**config.mk**
```make
export PLATFORM = sky130hd
export DESIGN_NAME = twx_exec
export DESIGN_NICKNAME = d
export VERILOG_FILES = /design/src/core/twx_pkg.sv /design/src/core/twx_alu.sv /design/src/core/twx_exec.sv
export VERILOG_INCLUDE_DIRS = /design/src /design/src/core
export SDC_FILE = /design/constraint.sdc
export NUM_CORES = 1
export LEC_CHECK = 0
export BUFFER_PORTS_ARGS = -buffer_cell sky130_fd_sc_hd__clkbuf_2
export CAP_MARGIN = 20
export CORE_MARGIN = 10
export CORE_UTILIZATION = 32
export DETAILED_ROUTE_END_ITERATION = 8
export SYNTH_ARGS = -nofsm -noshare
export SYNTH_HDL_FRONTEND = slang
export SYNTH_SLANG_ARGS = --single-unit
```
**constraint.sdc**
```tcl
create_clock -name ref_clk_i -period 4 [get_ports ref_clk_i]
set_input_delay 0.2 -clock ref_clk_i [delete_from_list [all_inputs] [get_ports ref_clk_i]]
set_output_delay 0.2 -clock ref_clk_i [all_outputs]
set_load 0.05 [all_outputs]
```
**src/core/twx_cfg.svh**
```systemverilog
// constants for the table-write, skip and xor execution block
`ifndef TWX_CFG_SVH
`define TWX_CFG_SVH
// opcode patterns (16-bit instruction words)
`define TWX_OP_TBLWR_HI  14'h0003
`define TWX_OP_XORLIT_HI 8'h0a
`define TWX_OP_XORF_HI   6'h06
`define TWX_OP_TSTZ_HI   7'h33
// field positions
`define TWX_DEST_BIT     9
`define TWX_ACC_BIT      8
// pointer mode codes
`define TWX_MODE_NONE    2'h0
`define TWX_MODE_POSTINC 2'h1
`define TWX_MODE_POSTDEC 2'h2
`define TWX_MODE_PREINC  2'h3
// reset values and widths
`define TWX_PTR_W        21
`define TWX_PTR_RST      21'h000000
`define TWX_BYTE_RST     8'h00
`endif

```
**src/core/twx_pkg.sv**
```systemverilog
// types for the table-write, skip and xor execution block
package twx_pkg;
  // execution state, one-hot
  typedef enum logic [1:0] {
    TWX_ST_EXEC  = 2'b01, // decode and run an instruction
    TWX_ST_SLOT2 = 2'b10  // second cycle: table write or squashed slot
  } twx_state_t;
  // decoded operation class
  typedef enum logic [2:0] {
    TWX_K_OTHER = 3'h0,
    TWX_K_TBLWR = 3'h1,
    TWX_K_TSTZ  = 3'h2,
    TWX_K_XORL  = 3'h3,
    TWX_K_XORF  = 3'h4
  } twx_kind_t;
endpackage

```
**src/core/twx_alu.sv**
```systemverilog
// xor datapath with negative and zero flag generation
module twx_alu (
  input  wire logic [7:0] w_i,      // working register value
  input  wire logic [7:0] opnd_i,   // literal or file operand
  output logic      [7:0] res_o,    // exclusive-or result
  output logic            neg_o,    // result bit 7
  output logic            zero_o    // result equals zero
);
  // ***********************************************
  // combinational xor
  // ***********************************************
  always_comb begin
    res_o  = w_i ^ opnd_i;
    neg_o  = res_o[7];
    zero_o = (res_o == 8'h00);
  end
endmodule // twx_alu

```
**src/core/twx_exec.sv**
```systemverilog
// execution unit for table write, test-skip-zero and xor instructions
// Notes on behaviour
// - table write no-update: latch to holding, pointer kept
// - post-increment: write holding, then pointer plus one
// - pointer is 21 bits, spanning 2 Mbyte
// - pointer counts bytes; each step is one
// - zero file register squashes next instruction
// - xor immediate into working reg, N Z
// - xor file, dest bit picks target, N Z
`include "twx_cfg.svh"
module twx_exec
  import twx_pkg::*;
#(
  parameter int PTR_W = `TWX_PTR_W  // table pointer width
) (
  input  wire logic             ref_clk_i,    // core instruction clock
  input  wire logic             arst_n_i,     // async reset, active low
  input  wire logic             instr_vld_i,  // fetched word is valid
  input  wire logic [15:0]      instr_i,      // fetched instruction word
  input  wire logic [7:0]       file_rd_i,    // data of register 'f'
  input  wire logic [7:0]       table_latch_i,// table latch byte
  output logic      [7:0]       w_o,          // working register
  output logic                  neg_o,        // negative flag
  output logic                  zero_o,       // zero flag
  output logic      [PTR_W-1:0] table_pointer_o, // byte pointer
  output logic                  hold_we_o,    // holding write strobe
  output logic      [2:0]       hold_sel_o,   // holding register index
  output logic      [7:0]       hold_data_o,  // holding write data
  output logic                  file_we_o,    // file write strobe
  output logic      [7:0]       file_addr_o,  // file write address
  output logic                  file_acc_o,   // access-bank select bit
  output logic      [7:0]       file_wd_o,    // file write data
  output logic                  squash_o      // slot discarded as nop
);
  // ***********************************************
  // decode helpers
  // ***********************************************
  function automatic twx_kind_t decode_kind(input logic [15:0] ins);
    twx_kind_t k;
    k = TWX_K_OTHER;
    if (ins[15:2] == `TWX_OP_TBLWR_HI)      k = TWX_K_TBLWR;
    else if (ins[15:8] == `TWX_OP_XORLIT_HI) k = TWX_K_XORL;
    else if (ins[15:10] == `TWX_OP_XORF_HI)  k = TWX_K_XORF;
    else if (ins[15:9] == `TWX_OP_TSTZ_HI)   k = TWX_K_TSTZ;
    return k;
  endfunction

  // one-byte pointer step, sign by direction
  function automatic logic [PTR_W-1:0] ptr_step(
    input logic [PTR_W-1:0] p, input logic down);
    ptr_step = down ? p - PTR_W'(1) : p + PTR_W'(1);
  endfunction

  twx_kind_t        kind;          // class of the fetched word
  logic [7:0]       alu_opnd;      // operand to the xor unit
  logic [7:0]       alu_res;       // xor result
  logic             alu_neg;       // xor negative
  logic             alu_zero;      // xor zero

  twx_state_t       state_reg,  state_next;   // sequencer state
  logic [1:0]       mode_reg,   mode_next;    // saved pointer mode
  logic [PTR_W-1:0] ptr_reg,    ptr_next;     // table pointer
  logic [7:0]       w_reg,      w_next;       // working register
  logic             neg_reg,    neg_next;     // negative flag
  logic             zero_reg,   zero_next;    // zero flag
  logic             hwe_reg,    hwe_next;     // holding write strobe
  logic [2:0]       hsel_reg,   hsel_next;    // holding index
  logic [7:0]       hdat_reg,   hdat_next;    // holding data
  logic             fwe_reg,    fwe_next;     // file write strobe
  logic [7:0]       fadr_reg,   fadr_next;    // file address
  logic             facc_reg,   facc_next;    // access select
  logic [7:0]       fwd_reg,    fwd_next;     // file write data
  logic             sq_reg,     sq_next;      // squash marker

  assign kind     = decode_kind(instr_i);
  assign alu_opnd = (kind == TWX_K_XORL) ? instr_i[7:0] : file_rd_i;

  twx_alu u_alu (
    .w_i    (w_reg),
    .opnd_i (alu_opnd),
    .res_o  (alu_res),
    .neg_o  (alu_neg),
    .zero_o (alu_zero)
  );

  // ***********************************************
  // next-state logic
  // ***********************************************
  always_comb begin
    state_next = state_reg;
    mode_next  = mode_reg;
    ptr_next   = ptr_reg;
    w_next     = w_reg;
    neg_next   = neg_reg;
    zero_next  = zero_reg;
    hwe_next   = 1'b0;
    hsel_next  = hsel_reg;
    hdat_next  = hdat_reg;
    fwe_next   = 1'b0;
    fadr_next  = fadr_reg;
    facc_next  = facc_reg;
    fwd_next   = fwd_reg;
    sq_next    = 1'b0;
    case (state_reg)
      TWX_ST_EXEC: begin
        if (instr_vld_i) begin
          case (kind)
            TWX_K_TBLWR: begin
              // first cycle latches the mode field and enters the second slot
              mode_next  = instr_i[1:0];
              state_next = TWX_ST_SLOT2;
              // pre-increment moves pointer before the write
              if (instr_i[1:0] == `TWX_MODE_PREINC) begin
                ptr_next = ptr_step(ptr_reg, 1'b0);
              end
            end
            TWX_K_TSTZ: begin
              // zero operand discards the already-fetched word
              if (file_rd_i == 8'h00) begin
                state_next = TWX_ST_SLOT2;
                sq_next    = 1'b1;
              end
            end
            TWX_K_XORL: begin
              w_next    = alu_res;
              neg_next  = alu_neg;
              zero_next = alu_zero;
            end
            TWX_K_XORF: begin
              neg_next  = alu_neg;
              zero_next = alu_zero;
              if (instr_i[`TWX_DEST_BIT]) begin
                // destination set: back to file register
                fwe_next  = 1'b1;
                fadr_next = instr_i[7:0];
                facc_next = instr_i[`TWX_ACC_BIT];
                fwd_next  = alu_res;
              end else begin
                w_next = alu_res;
              end
            end
            default: begin
              // other instructions belong to other units
            end
          endcase
        end
      end
      TWX_ST_SLOT2: begin
        state_next = TWX_ST_EXEC;
        if (!sq_reg) begin
          // holding write lands in the second cycle
          hwe_next  = 1'b1;
          hsel_next = ptr_reg[2:0];
          hdat_next = table_latch_i;
          case (mode_reg)
            `TWX_MODE_POSTINC: ptr_next = ptr_step(ptr_reg, 1'b0);
            `TWX_MODE_POSTDEC: ptr_next = ptr_step(ptr_reg, 1'b1);
            default:           ptr_next = ptr_reg;
          endcase
        end
      end
      default: begin
        state_next = TWX_ST_EXEC;
      end
    endcase
  end

  // ***********************************************
  // state registers
  // ***********************************************
  always_ff @(posedge ref_clk_i or negedge arst_n_i) begin
    if (!arst_n_i) begin
      state_reg <= TWX_ST_EXEC;
      mode_reg  <= `TWX_MODE_NONE;
      ptr_reg   <= PTR_W'(`TWX_PTR_RST);
      w_reg     <= `TWX_BYTE_RST;
      neg_reg   <= 1'b0;
      zero_reg  <= 1'b0;
      hwe_reg   <= 1'b0;
      hsel_reg  <= 3'h0;
      hdat_reg  <= `TWX_BYTE_RST;
      fwe_reg   <= 1'b0;
      fadr_reg  <= 8'h00;
      facc_reg  <= 1'b0;
      fwd_reg   <= `TWX_BYTE_RST;
      sq_reg    <= 1'b0;
    end else begin
      state_reg <= state_next;
      mode_reg  <= mode_next;
      ptr_reg   <= ptr_next;
      w_reg     <= w_next;
      neg_reg   <= neg_next;
      zero_reg  <= zero_next;
      hwe_reg   <= hwe_next;
      hsel_reg  <= hsel_next;
      hdat_reg  <= hdat_next;
      fwe_reg   <= fwe_next;
      fadr_reg  <= fadr_next;
      facc_reg  <= facc_next;
      fwd_reg   <= fwd_next;
      sq_reg    <= sq_next;
    end
  end

  assign w_o             = w_reg;
  assign neg_o           = neg_reg;
  assign zero_o          = zero_reg;
  assign table_pointer_o = ptr_reg;
  assign hold_we_o       = hwe_reg;
  assign hold_sel_o      = hsel_reg;
  assign hold_data_o     = hdat_reg;
  assign file_we_o       = fwe_reg;
  assign file_addr_o     = fadr_reg;
  assign file_acc_o      = facc_reg;
  assign file_wd_o       = fwd_reg;
  assign squash_o        = sq_reg;
endmodule // twx_exec

```
# --- After elaboration in Yosys (flattened, before gate mapping) ---
# Cells that the tools add are included.
# W data, S select, Z words.
totals:
  reg_bits: 66
  wordCells: 78
  out_inout_bits: 62
  input_bits: 35
op_classes:
  n_bitwise: 2
  n_eq_ne: 21
  mux: 27
  n_reduce_logical: 12
  addsub: 2
op_table:
  columns: ["op", "n"]
  rows:
  - ["$mux W21", 4]
  - ["$pmux W21 S2", 2]
  - ["$add A21 B1 Y21 const B", 1]
  - ["$sub A21 B1 Y21 const B", 1]
  - ["$logic_not A8 Y1", 2]
  - ["$mux W8", 2]
  - ["$pmux W8 S2", 1]
  - ["$eq A14 B2 Y1 const B", 1]
  - ["$mux W1", 10]
  - ["$mux W3", 3]
  - ["$reduce_and A3 Y1", 3]
  - ["$eq A8 B4 Y1 const B", 1]
  - ["$mux W2", 4]
  - ["$ne A2 B2 Y1 const B", 4]
  - ["$reduce_and A4 Y1", 2]
  - ["$xor A8 B8 Y8", 1]
  - ["$eq A7 B6 Y1 const B", 1]
  - ["$eq A2 B2 Y1 const B", 3]
  - ["$eq A3 B2 Y1 const B", 2]
  - ["$eq A6 B3 Y1 const B", 1]
  - ["$ne A3 B3 Y1 const B", 2]
  - ["$reduce_and A6 Y1", 1]
  - ["$eq A2 B1 Y1 const B", 2]
  - ["$pmux W2 S2", 1]
  - ["other kinds (8)", 9]

# --- Logic depth before layout (Yosys ltp) ---
depth:
  ltp_word: 10
  mapped_depth: 8
  depth_no_buf: 7

# --- Modules after synthesis ---
# Synthesis repeated with hierarchy kept, for this count alone.
hier_totals:
  hier_cells: 285
  hier_area_um2: 3368.2
by_module_without_submodules:
  columns: ["module", "instances", "cells_each", "area_per_inst_um2", "seq_area_each_um2"]
  rows:
  - ["twx_exec", 1, 273, 3271.9, 1652.8]
  - ["twx_alu", 1, 12, 96.3, 0.0]

# --- Worst setup path after synthesis ---
# Ideal clock, no wire load.
synth_path:
  path_type: "reg-to-reg"
  start: "register ptr_reg[7] (netlist: table_pointer_o[7])"
  end: "register ptr_reg[20] (netlist: table_pointer_o[20])"
  arrival_time_ns: 2.250
  setup_time_ns: 0.140
  path_stages_with_launch: 8
  synth_period_minus_slack_ns: 2.391
  n_path_buf: 2
  slack_ns: 1.609
  required_time_ns: 3.860
  path_cell_list: "dfrtp_1 > clkbuf_1 > or4_1 > or2_2 > clkbuf_1 > nor4b_1 > o211ai_1 > xnor2_1"
synth_via:
  elab_chain_len: 5
  word_cells_on_any_way: 8
  classes_between: "add/sub (2); mux (6)"
synth_lines:
  columns: ["item", "line_no", "rtl"]
  rows:
  - ["start: declaration", "twx_exec.sv:62", "logic [PTR_W-1:0] ptr_reg, ptr_next;"]
  - ["start signal: assignment", "twx_exec.sv:175", "ptr_reg <= PTR_W'(`TWX_PTR_RST);"]
  - ["start signal: assignment", "twx_exec.sv:190", "ptr_reg <= ptr_next;"]
  - ["$add A21 B1 Y21", null, null]
  - ["$mux W21", "twx_exec.sv:113", "if (instr_i[1:0] == `TWX_MODE_PREINC) begin"]
  - ["$mux W21", "twx_exec.sv:107", "case (kind)"]
  - ["$mux W21", "twx_exec.sv:106", "if (instr_vld_i) begin"]
  - ["$pmux W21 S2 *", "twx_exec.sv:104", "case (state_reg)"]
# Mark *: on every way between the ends. The rest lies on a longest branch, timed or not. The select of a mux whose other input is x is not followed.
# A chain may end at the register's enable or synchronous reset.

# --- Worst setup path in the final report ---
layout_path:
  start: "register state_reg[0]"
  end: "register fwd_reg[7] (netlist: file_wd_o[7])"
layout_via:
  elab_chain_len: 2
layout_lines:
  columns: ["item", "line_no", "rtl"]
  rows:
  - ["start: declaration", "twx_exec.sv:60", "twx_state_t state_reg, state_next;"]
  - ["start signal: assignment", "twx_exec.sv:188", "state_reg <= state_next;"]
  - ["$eq A2 B1 Y1", "twx_exec.sv:104", null]
  - ["$reduce_and A4 Y1 (no line)", null, null]
  - ["end signal: assignment", "twx_exec.sv:185", "fwd_reg <= `TWX_BYTE_RST;"]
  - ["end signal: assignment", "twx_exec.sv:200", "fwd_reg <= fwd_next;"]
  - ["end: declaration", "twx_exec.sv:72", "logic [7:0] fwd_reg, fwd_next;"]
# Every way passes these cells.

==> results.cfg <==
[timing]
finalWorstSetupSlack_ps = 1574
min_period_over_period = 0.6066
slew_headroom = 0.3583
finalHoldViolCount = 1
slew_viol_final = 0
hold_slack_ps = -0.009048
setup_violations = 0
fmax_ghz = 0.4121
fin_skew_ps = 21.52
period_needed_ps = 2426
tightest_slew_ps = 958.4
tns_ps = 0
rsz0062_at_grt = false

[route]
post_drt_wl_per_cell_um = 16.47
vias = 3096
initialDrtViolationCount = 255
postRouteAntennaNets = 0
dr.pass1.iters = 6
viasPerCell = 5.274
finalWirelength_um = 9668
drc = 0

[placed_design]
place_ws_ps = 1358
gp_congestion = 0.8748
io_buffer_count = 96
hpwl_um = 7298
dp.cells = 569

[floorplan]
start_util = 0.3258
chipWidth_um = 124.8
die_h_um = 124.8
core_area_sq_um = 10790
row_count = 38
dieArea_sq_um = 15580
ios = 97

[critical_path]
cpPeakStageDelay_ps = 640
crit_required_ps = 4220
path_class = reg2reg
path_max_fanout = 20
slowest_stage = nand3_1
r2r-end = file_wd_o[7]
critical_path_arrival_ps = 2650
ff2ff_path_depth = 5
reg2reg_slack_ps = 1570
path_cells = nor2b_1 > and2_1 > nand3_1 > inv_1 > mux2_2
end_kind = flop
r2r-start = state_reg[0]
cp-start-kind = flop

[global_routing]
grt_max_degree = 43
antenna_found_initial = 0
grt_overflow = 0
grt_pass1_vias = 3106
grt_pass1_wl_um = 15880
track_usage = 0.1220

[yosys]
yosysUniqueCellTypes = 46
syn_nets = 387
synth_warnings = 0
yosysTopAreaCellShare = 0.4626
synth_largest_area_cell = dfrtp_1
synthCells = 349
syn_avg_cell_area_sq_um = 10.07
synthArstFlopShare = 1.000
synth_area_leaders = dfrtp_1 (46%), mux2_2 (8.6%), xnor2_1 (6.0%)
synthFlopType = dfrtp_1
ys_ff_latch = 66
yosysSeqAreaShare = 0.4701
synth_edf_count = 0
syn-cell-area_sq_um = 3516

[power_and_ir_drop]
ir_drop_uv = 168.5
pwr-share-clk = 0.377
seqPwrFrac = 0.463
p_switching_uw = 463.0
internal_power_uw = 1086
power.static_leakage_uw = 0.002088
pwr-share-comb = 0.160
swShare = 0.2990
cellPowerDensity_nw_per_um2 = 356.4

[finish]
fin_nets = 480
fillCellCount = 1078
multi_input_area_sq_um = 1760
area_growth_pct = 23.59
final_cell_count_no_fill = 587
drive_gt1_frac = 0.3400
largest_reg_flops = 21
seqCellArea_sq_um = 1653
diodes = 0

[clock_network]
cts_resized = 0
clock-root-buffer = clkbuf_8
clock_sinks = 66
cts_tree = done
postCtsSetupBuffers = 0
numCtsBuffers = 9
cts_hold_buffers = 0
path_clk_slew_ps = 90
htree_levels = 3
clk_latency_ps = 340
cts_max_path_buffers = 2

[status]
status = finished with violations
violations = hold timing

[run]
cap_violations = 0

[worst_hold_path]
hold_path.class = in2async
-- cells in the mapped netlist (all sizes together) (2+ instances only) --
library cell	n
dfrtp	65
nand2	31
mux2	27
nand3	26
xnor2	24
clkbuf	13
nor3	13
o21ai	12
a21oi	11
inv	11
nand4	10
o22ai	10
nor2b	9
nand4b	8
nor2	8
nor4	7
o211ai	7
and3	5
buf	5
nand2b	5
nor4b	5
or4	5
xor2	5
o31ai	4
ha	3
and4	2
nor3b	2
or2	2
or3	2
or4b	2
-- worst max path at each step --
stage / start / end / slack (ps) / cells past startpoint
floorplan: table_pointer_o[7] / table_pointer_o[20] / 1610 / 7
global placement: instr_i[10] / file_wd_o[7] / 1440 / 6
detailed placement: instr_i[10] / file_wd_o[7] / 1360 / 6
CTS: state_reg[0] / file_wd_o[7] / 1530 / 5
global route: state_reg[0] / file_wd_o[7] / 1350 / 5
finish: state_reg[0] / file_wd_o[7] / 1570 / 5
-- power groups by stage --
stage / logic (uW) / registers [uW] / clock network [uW]
after detailed placement: 251 / 729 / 0
after global routing: 267 / 721 / 639
after global placement: 248 / 728 / 0
after floorplan: 65.1 / 824 / 0
final: 247 / 718 / 584
after CTS: 251 / 717 / 603
-- layer usage --
layer | global-route usage | vias up | part of all wire
li1 | - | 1471 | -
met1 | 0.1497 | 1488 | 0.45
met2 | 0.1880 | 133 | 0.45
met3 | 0.05617 | 4 | 0.093
met4 | 0.03388 | 0 | 0.0042
met5 | 0 | - | 0
-- per-stage QoR --
| step | cell area [sq um] | total power [uW] | utilization | hold slack [ps] |
|---|---|---|---|---|
| after floorplan | 3516 | 888.9 | - | -95.59 |
| after global placement | 4125 | 976.8 | 0.3822 | 400.6 |
| after detailed placement | 4125 | 980.0 | 0.3822 | 409.7 |
| after CTS | 4330 | 1571 | 0.4012 | 30.38 |
| after global routing | 4345 | 1627 | 0.4026 | 68.63 |
| final | 4345 | 1549 | 0.4026 | -0.009048 |
-- placed cells by master, fill, tap and decap left out, types with 3 or more instances in the layout --
| cell type | n |
|---|---|
| clkbuf_2 | 95 |
| dfrtp_1 | 65 |
| nand2_1 | 31 |
| mux2_2 | 27 |
| nand3_1 | 26 |
| xnor2_1 | 24 |
| nor3_1 | 13 |
| inv_1 | 11 |
| o21ai_0 | 11 |
| a21oi_1 | 11 |
| clkbuf_8 | 11 |
| nand4_1 | 10 |
| o22ai_1 | 10 |
| nor2b_1 | 9 |
| nor2_1 | 8 |
| nand4b_1 | 8 |
| nor4_1 | 7 |
| o211ai_1 | 7 |
| and3_1 | 5 |
| nand2b_1 | 5 |
| xor2_1 | 5 |
| o31ai_1 | 4 |
| nor4b_1 | 3 |
| or4_1 | 3 |
| ha_1 | 3 |
| buf_4 | 3 |
-- critical path, delay by kind of cell (launching register included) --
kind                   cells  cell delay (ps)
and+or+nand+nor            3             1130
DFF                        1              560
muxes                      1              350
buffers and inverters      1              260
-- cell type report --
| class | instances | share of cell area |
|---|---|---|
| clock buffer | 12 | 0.03570 |
| timing repair buffer | 100 | 0.1175 |
| inverter | 11 | 0.009502 |
| clock inverter | 4 | 0.01152 |
| tap | 140 | 0.04031 |
| multi-input combinational | 254 | 0.4051 |
| sequential | 66 | 0.3804 |
-- kinds of logic (layout without fill, tap and decap cells) --
logic type / count (synthesis) / after routing / synth area share
xor gates and xnor gates: 29 / 29 / 0.07224
and+or+nand+nor: 146 / 146 / 0.2381
buffers and inverters: 29 / 127 / 0.03416
adders and majority gates: 3 / 3 / 0.01068
DFF: 66 / 66 / 0.4701
AOI/OAI and AO/OA: 48 / 48 / 0.08541
muxes: 28 / 28 / 0.08932
No activity file was read; power rests on OpenSTA's default activity.
